$ cat src/nvs_cfg.svh
// Constants and timing counts of the store/recall sequencer
// Assumes a 10 MHz system clock; includers use the macros by name
//
// Contract
// - Skip pin or power-loss save without dirty data
// - Accept pending write 25 ns after save start
// - Ignore accesses during save, restore, low supply
// - Block bus until save 8 ms, restore 600 us
// - Act on software command within 500 us
// - Keep SRAM disabled while pin held low
// - Become active within 5 us after release
// - Clean pin save leaves driver disabled
// - Drive pin high at most 500 ns
// - Wake from sleep within 20 ms
// - Enter sleep within 8 ms of instruction
// - Enter standby within 100 us after stop
`ifndef NVS_CFG_SVH
`define NVS_CFG_SVH

// ----------------------------------------
// Clock rate
// ----------------------------------------
`define NVS_CLK_HZ 10000000

// ----------------------------------------
// Times as printed, in their own units
// ----------------------------------------
`define NVS_STORE_MS 8
`define NVS_RECALL_US 600
`define NVS_WRITE_GRACE_NS 25
`define NVS_CMD_PROC_US 500
`define NVS_SAVE_PULSE_MIN_NS 15
`define NVS_REL_ACTIVE_US 5
`define NVS_HIGH_DRIVE_NS 500
`define NVS_WAKE_MS 20
`define NVS_SLEEP_MS 8
`define NVS_STANDBY_US 100

// ----------------------------------------
// Cycle counts; nanosecond times round down, floor one cycle
// ----------------------------------------
`define NVS_MAXC(x) (((x) < 1) ? 1 : (x))
`define NVS_STORE_CYC `NVS_MAXC(`NVS_STORE_MS * (`NVS_CLK_HZ / 1000))
`define NVS_RECALL_CYC `NVS_MAXC(`NVS_RECALL_US * (`NVS_CLK_HZ / 1000000))
`define NVS_GRACE_CYC `NVS_MAXC((`NVS_WRITE_GRACE_NS * (`NVS_CLK_HZ / 1000000)) / 1000)
`define NVS_CMD_CYC `NVS_MAXC(`NVS_CMD_PROC_US * (`NVS_CLK_HZ / 1000000))
`define NVS_REL_CYC `NVS_MAXC(`NVS_REL_ACTIVE_US * (`NVS_CLK_HZ / 1000000))
`define NVS_HIGH_CYC `NVS_MAXC((`NVS_HIGH_DRIVE_NS * (`NVS_CLK_HZ / 1000000)) / 1000)
`define NVS_WAKE_CYC `NVS_MAXC(`NVS_WAKE_MS * (`NVS_CLK_HZ / 1000))
`define NVS_SLEEP_CYC `NVS_MAXC(`NVS_SLEEP_MS * (`NVS_CLK_HZ / 1000))
`define NVS_STANDBY_CYC `NVS_MAXC(`NVS_STANDBY_US * (`NVS_CLK_HZ / 1000000))
// Pin sync and state steps taken out of the release count
`define NVS_REL_LAT 4

// ----------------------------------------
// Counter width
// ----------------------------------------
`define NVS_CW 18

`endif

$ cat src/nvs_pkg.sv
// Types of the store/recall sequencer
// Assumes nvs_cfg.svh is on the include path
package nvs_pkg;
  typedef enum logic [3:0] {
    NVS_IDLE = 4'h0,
    NVS_CMD = 4'h1,
    NVS_GRACE = 4'h2,
    NVS_STORE = 4'h3,
    NVS_RECALL = 4'h4,
    NVS_HIGH = 4'h5,
    NVS_HOLD = 4'h6,
    NVS_REL = 4'h7,
    NVS_SLP_IN = 4'h8,
    NVS_SLEEP = 4'h9,
    NVS_WAKE = 4'ha
  } nvs_state_t;

  typedef enum logic [1:0] {
    NVS_OP_NONE = 2'h0,
    NVS_OP_STORE = 2'h1,
    NVS_OP_RECALL = 2'h2,
    NVS_OP_SLEEP = 2'h3
  } nvs_op_t;
endpackage : nvs_pkg

$ cat src/nvs_timer.sv
// Down counter giving a one-cycle done pulse after a loaded count
// Assumes same clock and reset as its user
`timescale 1ns/1ps
`default_nettype none
module nvs_timer #(
  parameter int W = 18
) (
  input wire logic clk_sys,
  input wire logic srst,
  input wire logic load,
  input wire logic [W-1:0] count,
  output logic done,
  output logic running
);
  logic [W-1:0] cnt;
  logic [W-1:0] next_cnt;
  logic next_done;
  logic next_running;

  // ----------------------------------------
  // Next count
  // ----------------------------------------
  always_comb begin
    next_cnt = cnt;
    next_done = 1'b0;
    next_running = running;
    if (load) begin
      next_cnt = count;
      next_running = 1'b1;
    end else if (running) begin
      if (cnt <= W'(1)) begin
        next_done = 1'b1;
        next_running = 1'b0;
        next_cnt = '0;
      end else begin
        next_cnt = cnt - W'(1);
      end
    end
  end

  always_ff @(posedge clk_sys) begin
    if (srst) begin
      cnt <= '0;
      done <= 1'b0;
      running <= 1'b0;
    end else begin
      cnt <= next_cnt;
      done <= next_done;
      running <= next_running;
    end
  end
endmodule : nvs_timer
`default_nettype wire

$ cat src/nvs_seq.sv
// Store/recall sequencer of a serial nonvolatile SRAM
// Assumes a decoded command strobe from the serial front end on clk_sys;
// pins and supply monitor arrive asynchronously
`timescale 1ns/1ps
`default_nettype none
`include "nvs_cfg.svh"
module nvs_seq
  import nvs_pkg::*;
#(
  parameter int W = `NVS_CW,
  parameter logic [W-1:0] STORE_CYC = W'(`NVS_STORE_CYC),
  parameter logic [W-1:0] WAKE_CYC = W'(`NVS_WAKE_CYC),
  parameter logic [W-1:0] SLEEP_CYC = W'(`NVS_SLEEP_CYC),
  parameter logic [W-1:0] RECALL_CYC = W'(`NVS_RECALL_CYC),
  parameter logic [W-1:0] CMD_CYC = W'(`NVS_CMD_CYC),
  parameter logic [W-1:0] STANDBY_CYC = W'(`NVS_STANDBY_CYC)
) (
  input wire logic clk_sys,
  input wire logic srst,
  input wire logic save_busy_pin_in,
  output logic save_busy_pin_out,
  output logic save_busy_pin_oe_n,
  input wire logic power_low,
  input wire logic cmd_valid,
  input wire nvs_op_t cmd_op,
  input wire logic wake_req,
  input wire logic bus_stop,
  input wire logic sram_write,
  output logic access_enable,
  output logic write_enable,
  output logic nv_store_active,
  output logic nv_recall_active,
  output logic sleeping,
  output logic standby,
  output logic dirty
);
  // ----------------------------------------
  // Input synchronisers
  // ----------------------------------------
  logic pin_m;
  logic pin_s;
  logic pwr_m;
  logic pwr_s;
  logic pwr_d;

  always_ff @(posedge clk_sys) begin
    if (srst) begin
      pin_m <= 1'b1;
      pin_s <= 1'b1;
      pwr_m <= 1'b0;
      pwr_s <= 1'b0;
      pwr_d <= 1'b0;
    end else begin
      pin_m <= save_busy_pin_in;
      pin_s <= pin_m;
      pwr_m <= power_low;
      pwr_s <= pwr_m;
      pwr_d <= pwr_s;
    end
  end

  logic pin_low;
  logic pwr_fall;
  assign pin_low = ~pin_s & save_busy_pin_oe_n;
  assign pwr_fall = pwr_s & ~pwr_d;

  // ----------------------------------------
  // Shared timer
  // ----------------------------------------
  logic tload;
  logic [W-1:0] tcount;
  logic tdone;

  nvs_timer #(.W(W)) u_timer (
    .clk_sys(clk_sys),
    .srst(srst),
    .load(tload),
    .count(tcount),
    .done(tdone),
    .running()
  );

  // ----------------------------------------
  // Timer loads; a state lasts exactly its count
  // ----------------------------------------
  localparam logic [W-1:0] HIGH_LOAD = W'(`NVS_HIGH_CYC - 1);
  localparam logic [W-1:0] REL_LOAD = W'(`NVS_REL_CYC - `NVS_REL_LAT);

  function automatic logic [W-1:0] span(input logic [W-1:0] c);
    span = (c > W'(1)) ? c - W'(1) : W'(1);
  endfunction : span

  // ----------------------------------------
  // Sequencer state
  // ----------------------------------------
  nvs_state_t state;
  nvs_state_t next_state;
  nvs_op_t op;
  nvs_op_t next_op;
  logic hw_save;
  logic next_hw_save;
  logic next_dirty;
  logic drv;
  logic next_drv;

  always_comb begin
    next_state = state;
    next_op = op;
    next_hw_save = hw_save;
    next_drv = drv;
    next_dirty = dirty;
    tload = 1'b0;
    tcount = '0;
    if (sram_write && write_enable) begin
      next_dirty = 1'b1;
    end
    unique case (state)
      NVS_IDLE: begin
        if ((pin_low || pwr_fall) && dirty) begin
          next_state = NVS_GRACE;
          next_hw_save = pin_low;
          next_drv = pin_low;
        end else if (pin_low) begin
          next_state = NVS_HOLD;
        end else if (cmd_valid && cmd_op != NVS_OP_NONE) begin
          next_state = NVS_CMD;
          next_op = cmd_op;
        end
      end
      NVS_CMD: begin
        next_state = NVS_IDLE;
        tload = 1'b1;
        unique case (op)
          NVS_OP_STORE: begin
            next_state = NVS_STORE;
            tcount = span(STORE_CYC);
          end
          NVS_OP_RECALL: begin
            next_state = NVS_RECALL;
            tcount = span(RECALL_CYC);
          end
          NVS_OP_SLEEP: begin
            next_state = NVS_SLP_IN;
            tcount = span(SLEEP_CYC);
          end
          NVS_OP_NONE: begin
            tload = 1'b0;
          end
        endcase
      end
      NVS_GRACE: begin
        next_state = NVS_STORE;
        tload = 1'b1;
        tcount = span(STORE_CYC);
      end
      NVS_STORE: begin
        if (tdone) begin
          next_dirty = 1'b0;
          if (hw_save) begin
            next_state = NVS_HIGH;
            tload = 1'b1;
            tcount = HIGH_LOAD;
          end else begin
            next_state = NVS_IDLE;
          end
        end
      end
      NVS_RECALL: begin
        if (tdone) begin
          next_state = NVS_IDLE;
          next_dirty = 1'b0;
        end
      end
      NVS_HIGH: begin
        if (tdone) begin
          next_state = NVS_HOLD;
          next_drv = 1'b0;
          next_hw_save = 1'b0;
        end
      end
      NVS_HOLD: begin
        if (pin_s) begin
          next_state = NVS_REL;
          tload = 1'b1;
          tcount = REL_LOAD;
        end
      end
      NVS_REL: begin
        if (!pin_s) begin
          next_state = NVS_HOLD;
        end else if (tdone) begin
          next_state = NVS_IDLE;
        end
      end
      NVS_SLP_IN: begin
        if (tdone) begin
          next_state = NVS_SLEEP;
        end
      end
      NVS_SLEEP: begin
        if (wake_req) begin
          next_state = NVS_WAKE;
          tload = 1'b1;
          tcount = span(WAKE_CYC);
        end
      end
      NVS_WAKE: begin
        if (tdone) begin
          next_state = NVS_IDLE;
        end
      end
      default: begin
        next_state = NVS_IDLE;
      end
    endcase
    if (state == NVS_RECALL && tdone) begin
      next_dirty = 1'b0;
    end
  end

  always_ff @(posedge clk_sys) begin
    if (srst) begin
      state <= NVS_IDLE;
      op <= NVS_OP_NONE;
      hw_save <= 1'b0;
      drv <= 1'b0;
      dirty <= 1'b0;
    end else begin
      state <= next_state;
      op <= next_op;
      hw_save <= next_hw_save;
      drv <= next_drv;
      dirty <= next_dirty;
    end
  end

  // ----------------------------------------
  // Standby timing after stop
  // ----------------------------------------
  logic [W-1:0] sb_cnt;
  logic [W-1:0] next_sb_cnt;
  logic next_standby;

  always_comb begin
    next_sb_cnt = sb_cnt;
    next_standby = standby;
    if (!pin_s || cmd_valid || state != NVS_IDLE) begin
      next_sb_cnt = '0;
      next_standby = 1'b0;
    end else if (bus_stop) begin
      next_sb_cnt = STANDBY_CYC;
      next_standby = 1'b0;
    end else if (sb_cnt == W'(1)) begin
      next_sb_cnt = '0;
      next_standby = 1'b1;
    end else if (sb_cnt != '0) begin
      next_sb_cnt = sb_cnt - W'(1);
    end
  end

  always_ff @(posedge clk_sys) begin
    if (srst) begin
      sb_cnt <= '0;
      standby <= 1'b0;
    end else begin
      sb_cnt <= next_sb_cnt;
      standby <= next_standby;
    end
  end

  // ----------------------------------------
  // Outputs
  // ----------------------------------------
  logic next_access;
  logic next_write;

  always_comb begin
    next_access = (next_state == NVS_IDLE) && !pwr_s && pin_s;
    next_write = next_access || (next_state == NVS_GRACE);
  end

  always_ff @(posedge clk_sys) begin
    if (srst) begin
      access_enable <= 1'b0;
      write_enable <= 1'b0;
      save_busy_pin_out <= 1'b1;
      save_busy_pin_oe_n <= 1'b1;
      nv_store_active <= 1'b0;
      nv_recall_active <= 1'b0;
      sleeping <= 1'b0;
    end else begin
      access_enable <= next_access;
      write_enable <= next_write;
      save_busy_pin_out <= (next_state == NVS_HIGH);
      save_busy_pin_oe_n <= ~next_drv;
      nv_store_active <= (next_state == NVS_STORE) || (next_state == NVS_GRACE);
      nv_recall_active <= (next_state == NVS_RECALL);
      sleeping <= (next_state == NVS_SLEEP);
    end
  end
endmodule : nvs_seq
`default_nettype wire

$ cat config.mk
export PLATFORM = sky130hd
export DESIGN_NAME = nvs_seq
export DESIGN_NICKNAME = d
export VERILOG_FILES = /design/src/nvs_pkg.sv /design/src/nvs_timer.sv /design/src/nvs_seq.sv
export VERILOG_INCLUDE_DIRS = /design/src
export SDC_FILE = /design/constraint.sdc
export NUM_CORES = 1
export LEC_CHECK = 0
export BUFFER_PORTS_ARGS = -buffer_cell sky130_fd_sc_hd__buf_2
export CORE_MARGIN = 10
export CORE_UTILIZATION = 40
export CTS_CLUSTER_DIAMETER = 120
export DETAILED_ROUTE_END_ITERATION = 10
export GPL_ROUTABILITY_DRIVEN = 0
export SYNTH_ARGS = -nofsm -noshare
export SYNTH_HDL_FRONTEND = slang
export SYNTH_SLANG_ARGS = --single-unit
$ cat constraint.sdc
create_clock -name clk_sys -period 2.6 [get_ports clk_sys]
set_clock_uncertainty 0.15 [all_clocks]
set_input_delay 0.26 -clock clk_sys [delete_from_list [all_inputs] [get_ports clk_sys]]
set_output_delay 0.26 -clock clk_sys [all_outputs]
set_load 0.01 [all_outputs]
==> flow_metrics.tcl <==
set metrics [dict create \
    crit_fanout 9 \
    finalWirelength_mm 7.75 \
    grt_pass1_wl_mm 12.9 \
    viasPerCell 5.59 \
    start_util_pct 40.9 \
    drive_gt1_share_pct 17.1 \
    grt_max_degree 26 \
    core_region_area_um2 7730 \
    synthToLayoutAreaGrowth_pct 15.7 \
    max-slew-margin-rel_pct 65.6 \
    die_area_um2 11900 \
    period_share_pct 89.9 \
    hp-class "input port to flop" \
    max_clock_freq_mhz 428 \
    rsz0062_at_grt "false" \
    timing.rr.end "sb_cnt[11]" \
    status "finished, final reports clean" \
    synth.avg_cell_area_um2 8.24 \
    grt_pass1_vias 2728 \
    antenna_found_initial 0 \
    peakVddDrop_v 0.000391 \
    setup_tns_ns 0 \
    cts_tree "done" \
    cap_violations 0 \
    cts.sinks 60 \
    start_kind "flop" \
    power_frac_clock_pct 18.1 \
    cts_buffer_depth 2 \
    slew_violations 0 \
    postCtsSetupRepairBufs 0 \
    ys_async_sr_fraction_pct 0 \
    r2r_slack_ns 0.26 \
    vias 2916 \
    fin_area_um2 3660 \
    rows 32 \
    drt_iter0_drc 220 \
    final_cell_mix "dfxtp_1 (60), nor2_1 (47), a21oi_1 (27), o21ai_0 (21), nand3_1 (20)" \
    antennaDiodeCount 0 \
    critPathArrivalTime_ns 2.39 \
    netlist_area_um2 3160 \
    ys.flop_type "dfxtp_1" \
    htreeDepth 3 \
    ys_seq_elements 60 \
    cts_root_buf "clkbuf_8" \
    synth-warning-count 0 \
    crit_required_ns 2.65 \
    p_comb_share_pct 53.4 \
    ys_seq_area_share_pct 38.0 \
    clkTransAtPathRegs_ns 0.07 \
    final.min_clock_period_ns 2.34 \
    tightest_slew_ns 0.515 \
    hold_path_depth 3 \
    ios 19 \
    layout_commonest_cell "dfxtp_1" \
    cts_buffers 9 \
    min_from "bus_stop" \
    synth-edff-count 0 \
    placed_cell_area_um2 3440 \
    die_w_um 109 \
    synth_cell_types 62 \
    leakage_nw 1.44 \
    dp_hpwl_mm 5.50 \
    hold_viol 0 \
    drt_first_pass_iters 7 \
    clk_latency_ns 0.33 \
    place_ws_ns 0.325 \
    die_h_um 109 \
    p_sw_mw 2.01 \
    io_buffer_count 18 \
    drc 0 \
    drt-wirelength-per-cell_um 14.9 \
    power.internal_mw 2.69 \
    worst_r2r_path_depth 6 \
    worstHoldEndpoint "sb_cnt[5]" \
    finalSetupViolCount 0 \
    p_sw_share_pct 42.7 \
    setup_ws_ns 0.263 \
    syn-instance-count 384 \
    overflow 0 \
    syn-num-nets 398 \
    nNetsFinal 429 \
    crit_path_end_kind "flop" \
    grtUsageTotal_pct 13.4 \
    r2r-start "sb_cnt[11]" \
    p_per_area_nw_per_um2 1280 \
    seqPwrFrac_pct 28.5 \
    critPathKind "flop to flop" \
    ant_nets 0 \
]
[stage by stage]
step	std cells	power [mW]	hold slack [ns]	util [%]
floorplan	384	3.16	0.214	-
global route	522	5.07	0.0343	47.4
detailed placement	504	3.82	0.247	44.5
finish	522	4.70	0.0350	47.4
global placement	504	3.81	0.244	44.5
CTS	522	4.71	0.0200	47.4
[metal layers]
metal	GRT usage, %	vias up	part of all wire, %
met5	0	-	0
met4	4.99	0	0.74
met3	3.48	6	4.4
met2	21.5	62	47
met1	16.8	1385	47
li1	-	1463	-
[worst max-delay path, stage by stage (launching register included)]
cell and delay, ns:
dfxtp_1 0.35, or4_4 0.58, nor4_2 0.37, nand3_2 0.27, nand3_1 0.26, xor2_1 0.17
nor2_1 0.06
[synthesized netlist by cell type, types with 3 or more instances]
cell | number | area, µm²
nor2_1 | 47 | 176
ha_1 | 4 | 50.1
nor3_1 | 18 | 90.1
nor2b_1 | 13 | 81.3
inv_1 | 11 | 41.3
nand4b_1 | 7 | 61.3
nand3_1 | 20 | 100
xor2_1 | 5 | 43.8
a21oi_1 | 27 | 135
mux2i_1 | 9 | 90.1
nand4_1 | 3 | 18.8
or2_2 | 5 | 31.3
nor3b_1 | 4 | 30.0
nor3_2 | 3 | 30.0
clkbuf_1 | 11 | 41.3
o21ai_0 | 21 | 105
nand3b_1 | 4 | 30.0
a211oi_1 | 4 | 30.0
a31oi_1 | 8 | 50.1
or4_4 | 3 | 33.8
or4_1 | 3 | 22.5
or3_1 | 5 | 31.3
nand2b_1 | 6 | 37.5
nand2_1 | 19 | 71.3
dfxtp_1 | 60 | 1200
and3_1 | 4 | 25.0
xnor2_1 | 7 | 61.3
nor4_1 | 4 | 25.0
nor4_2 | 3 | 37.5
buf_2 | 5 | 25.0
[worst max path at each step]
stage | from | end
5_1_grt | sb_cnt[11] | sb_cnt[15]
3_5_place_dp | sb_cnt[11] | sb_cnt[11]
4_1_cts | sb_cnt[11] | sb_cnt[11]
6_report | sb_cnt[11] | sb_cnt[11]
3_3_place_gp | state[2] | sleeping
2_1_floorplan | sb_cnt[11] | sb_cnt[9]
[layout make-up]
cell class / count / area [µm²]
repair buffers: 37 / 238
inverters: 11 / 41.3
well taps: 102 / 128
clock buffers: 12 / 155
clock inverters: 4 / 47.5
fillers: 730 / 4070
flip-flops and latches: 60 / 1200
multi-input cells: 296 / 1850
[cells by family (layout without fill, tap and decap cells)]
group,Yosys count,in the layout,synth area share (%)
AND/OR/NAND/NOR,184,184,33.4
AO/OA/AOI/OAI,87,87,17.4
multiplexers,9,9,2.85
buffers and inverters,28,64,3.52
adder cells (fa/ha/maj),4,4,1.58
XOR/XNOR,12,12,3.32
flip-flops,60,60,38.0
[state kept, by name, indices dropped and copies added, names as in the netlist, 2 cells and up]
signal	cells
sb_cnt	18
u_timer.cnt	18
state	4
op	2
[power groups by stage]
stage	combinational, mW	clock [mW]	sequential, mW
floorplan	1.88	0	1.28
global placement	2.47	0	1.35
detailed placement	2.47	0	1.35
CTS	2.49	0.879	1.33
global route	2.78	0.914	1.37
finish	2.51	0.853	1.34
[what timing repair did]
item                      in CTS  in global routing
hold buffers                   2                  0
hold endpoints to repair       2                  0
resized for setup              0                  0
(Power assumes the default switching activity.)
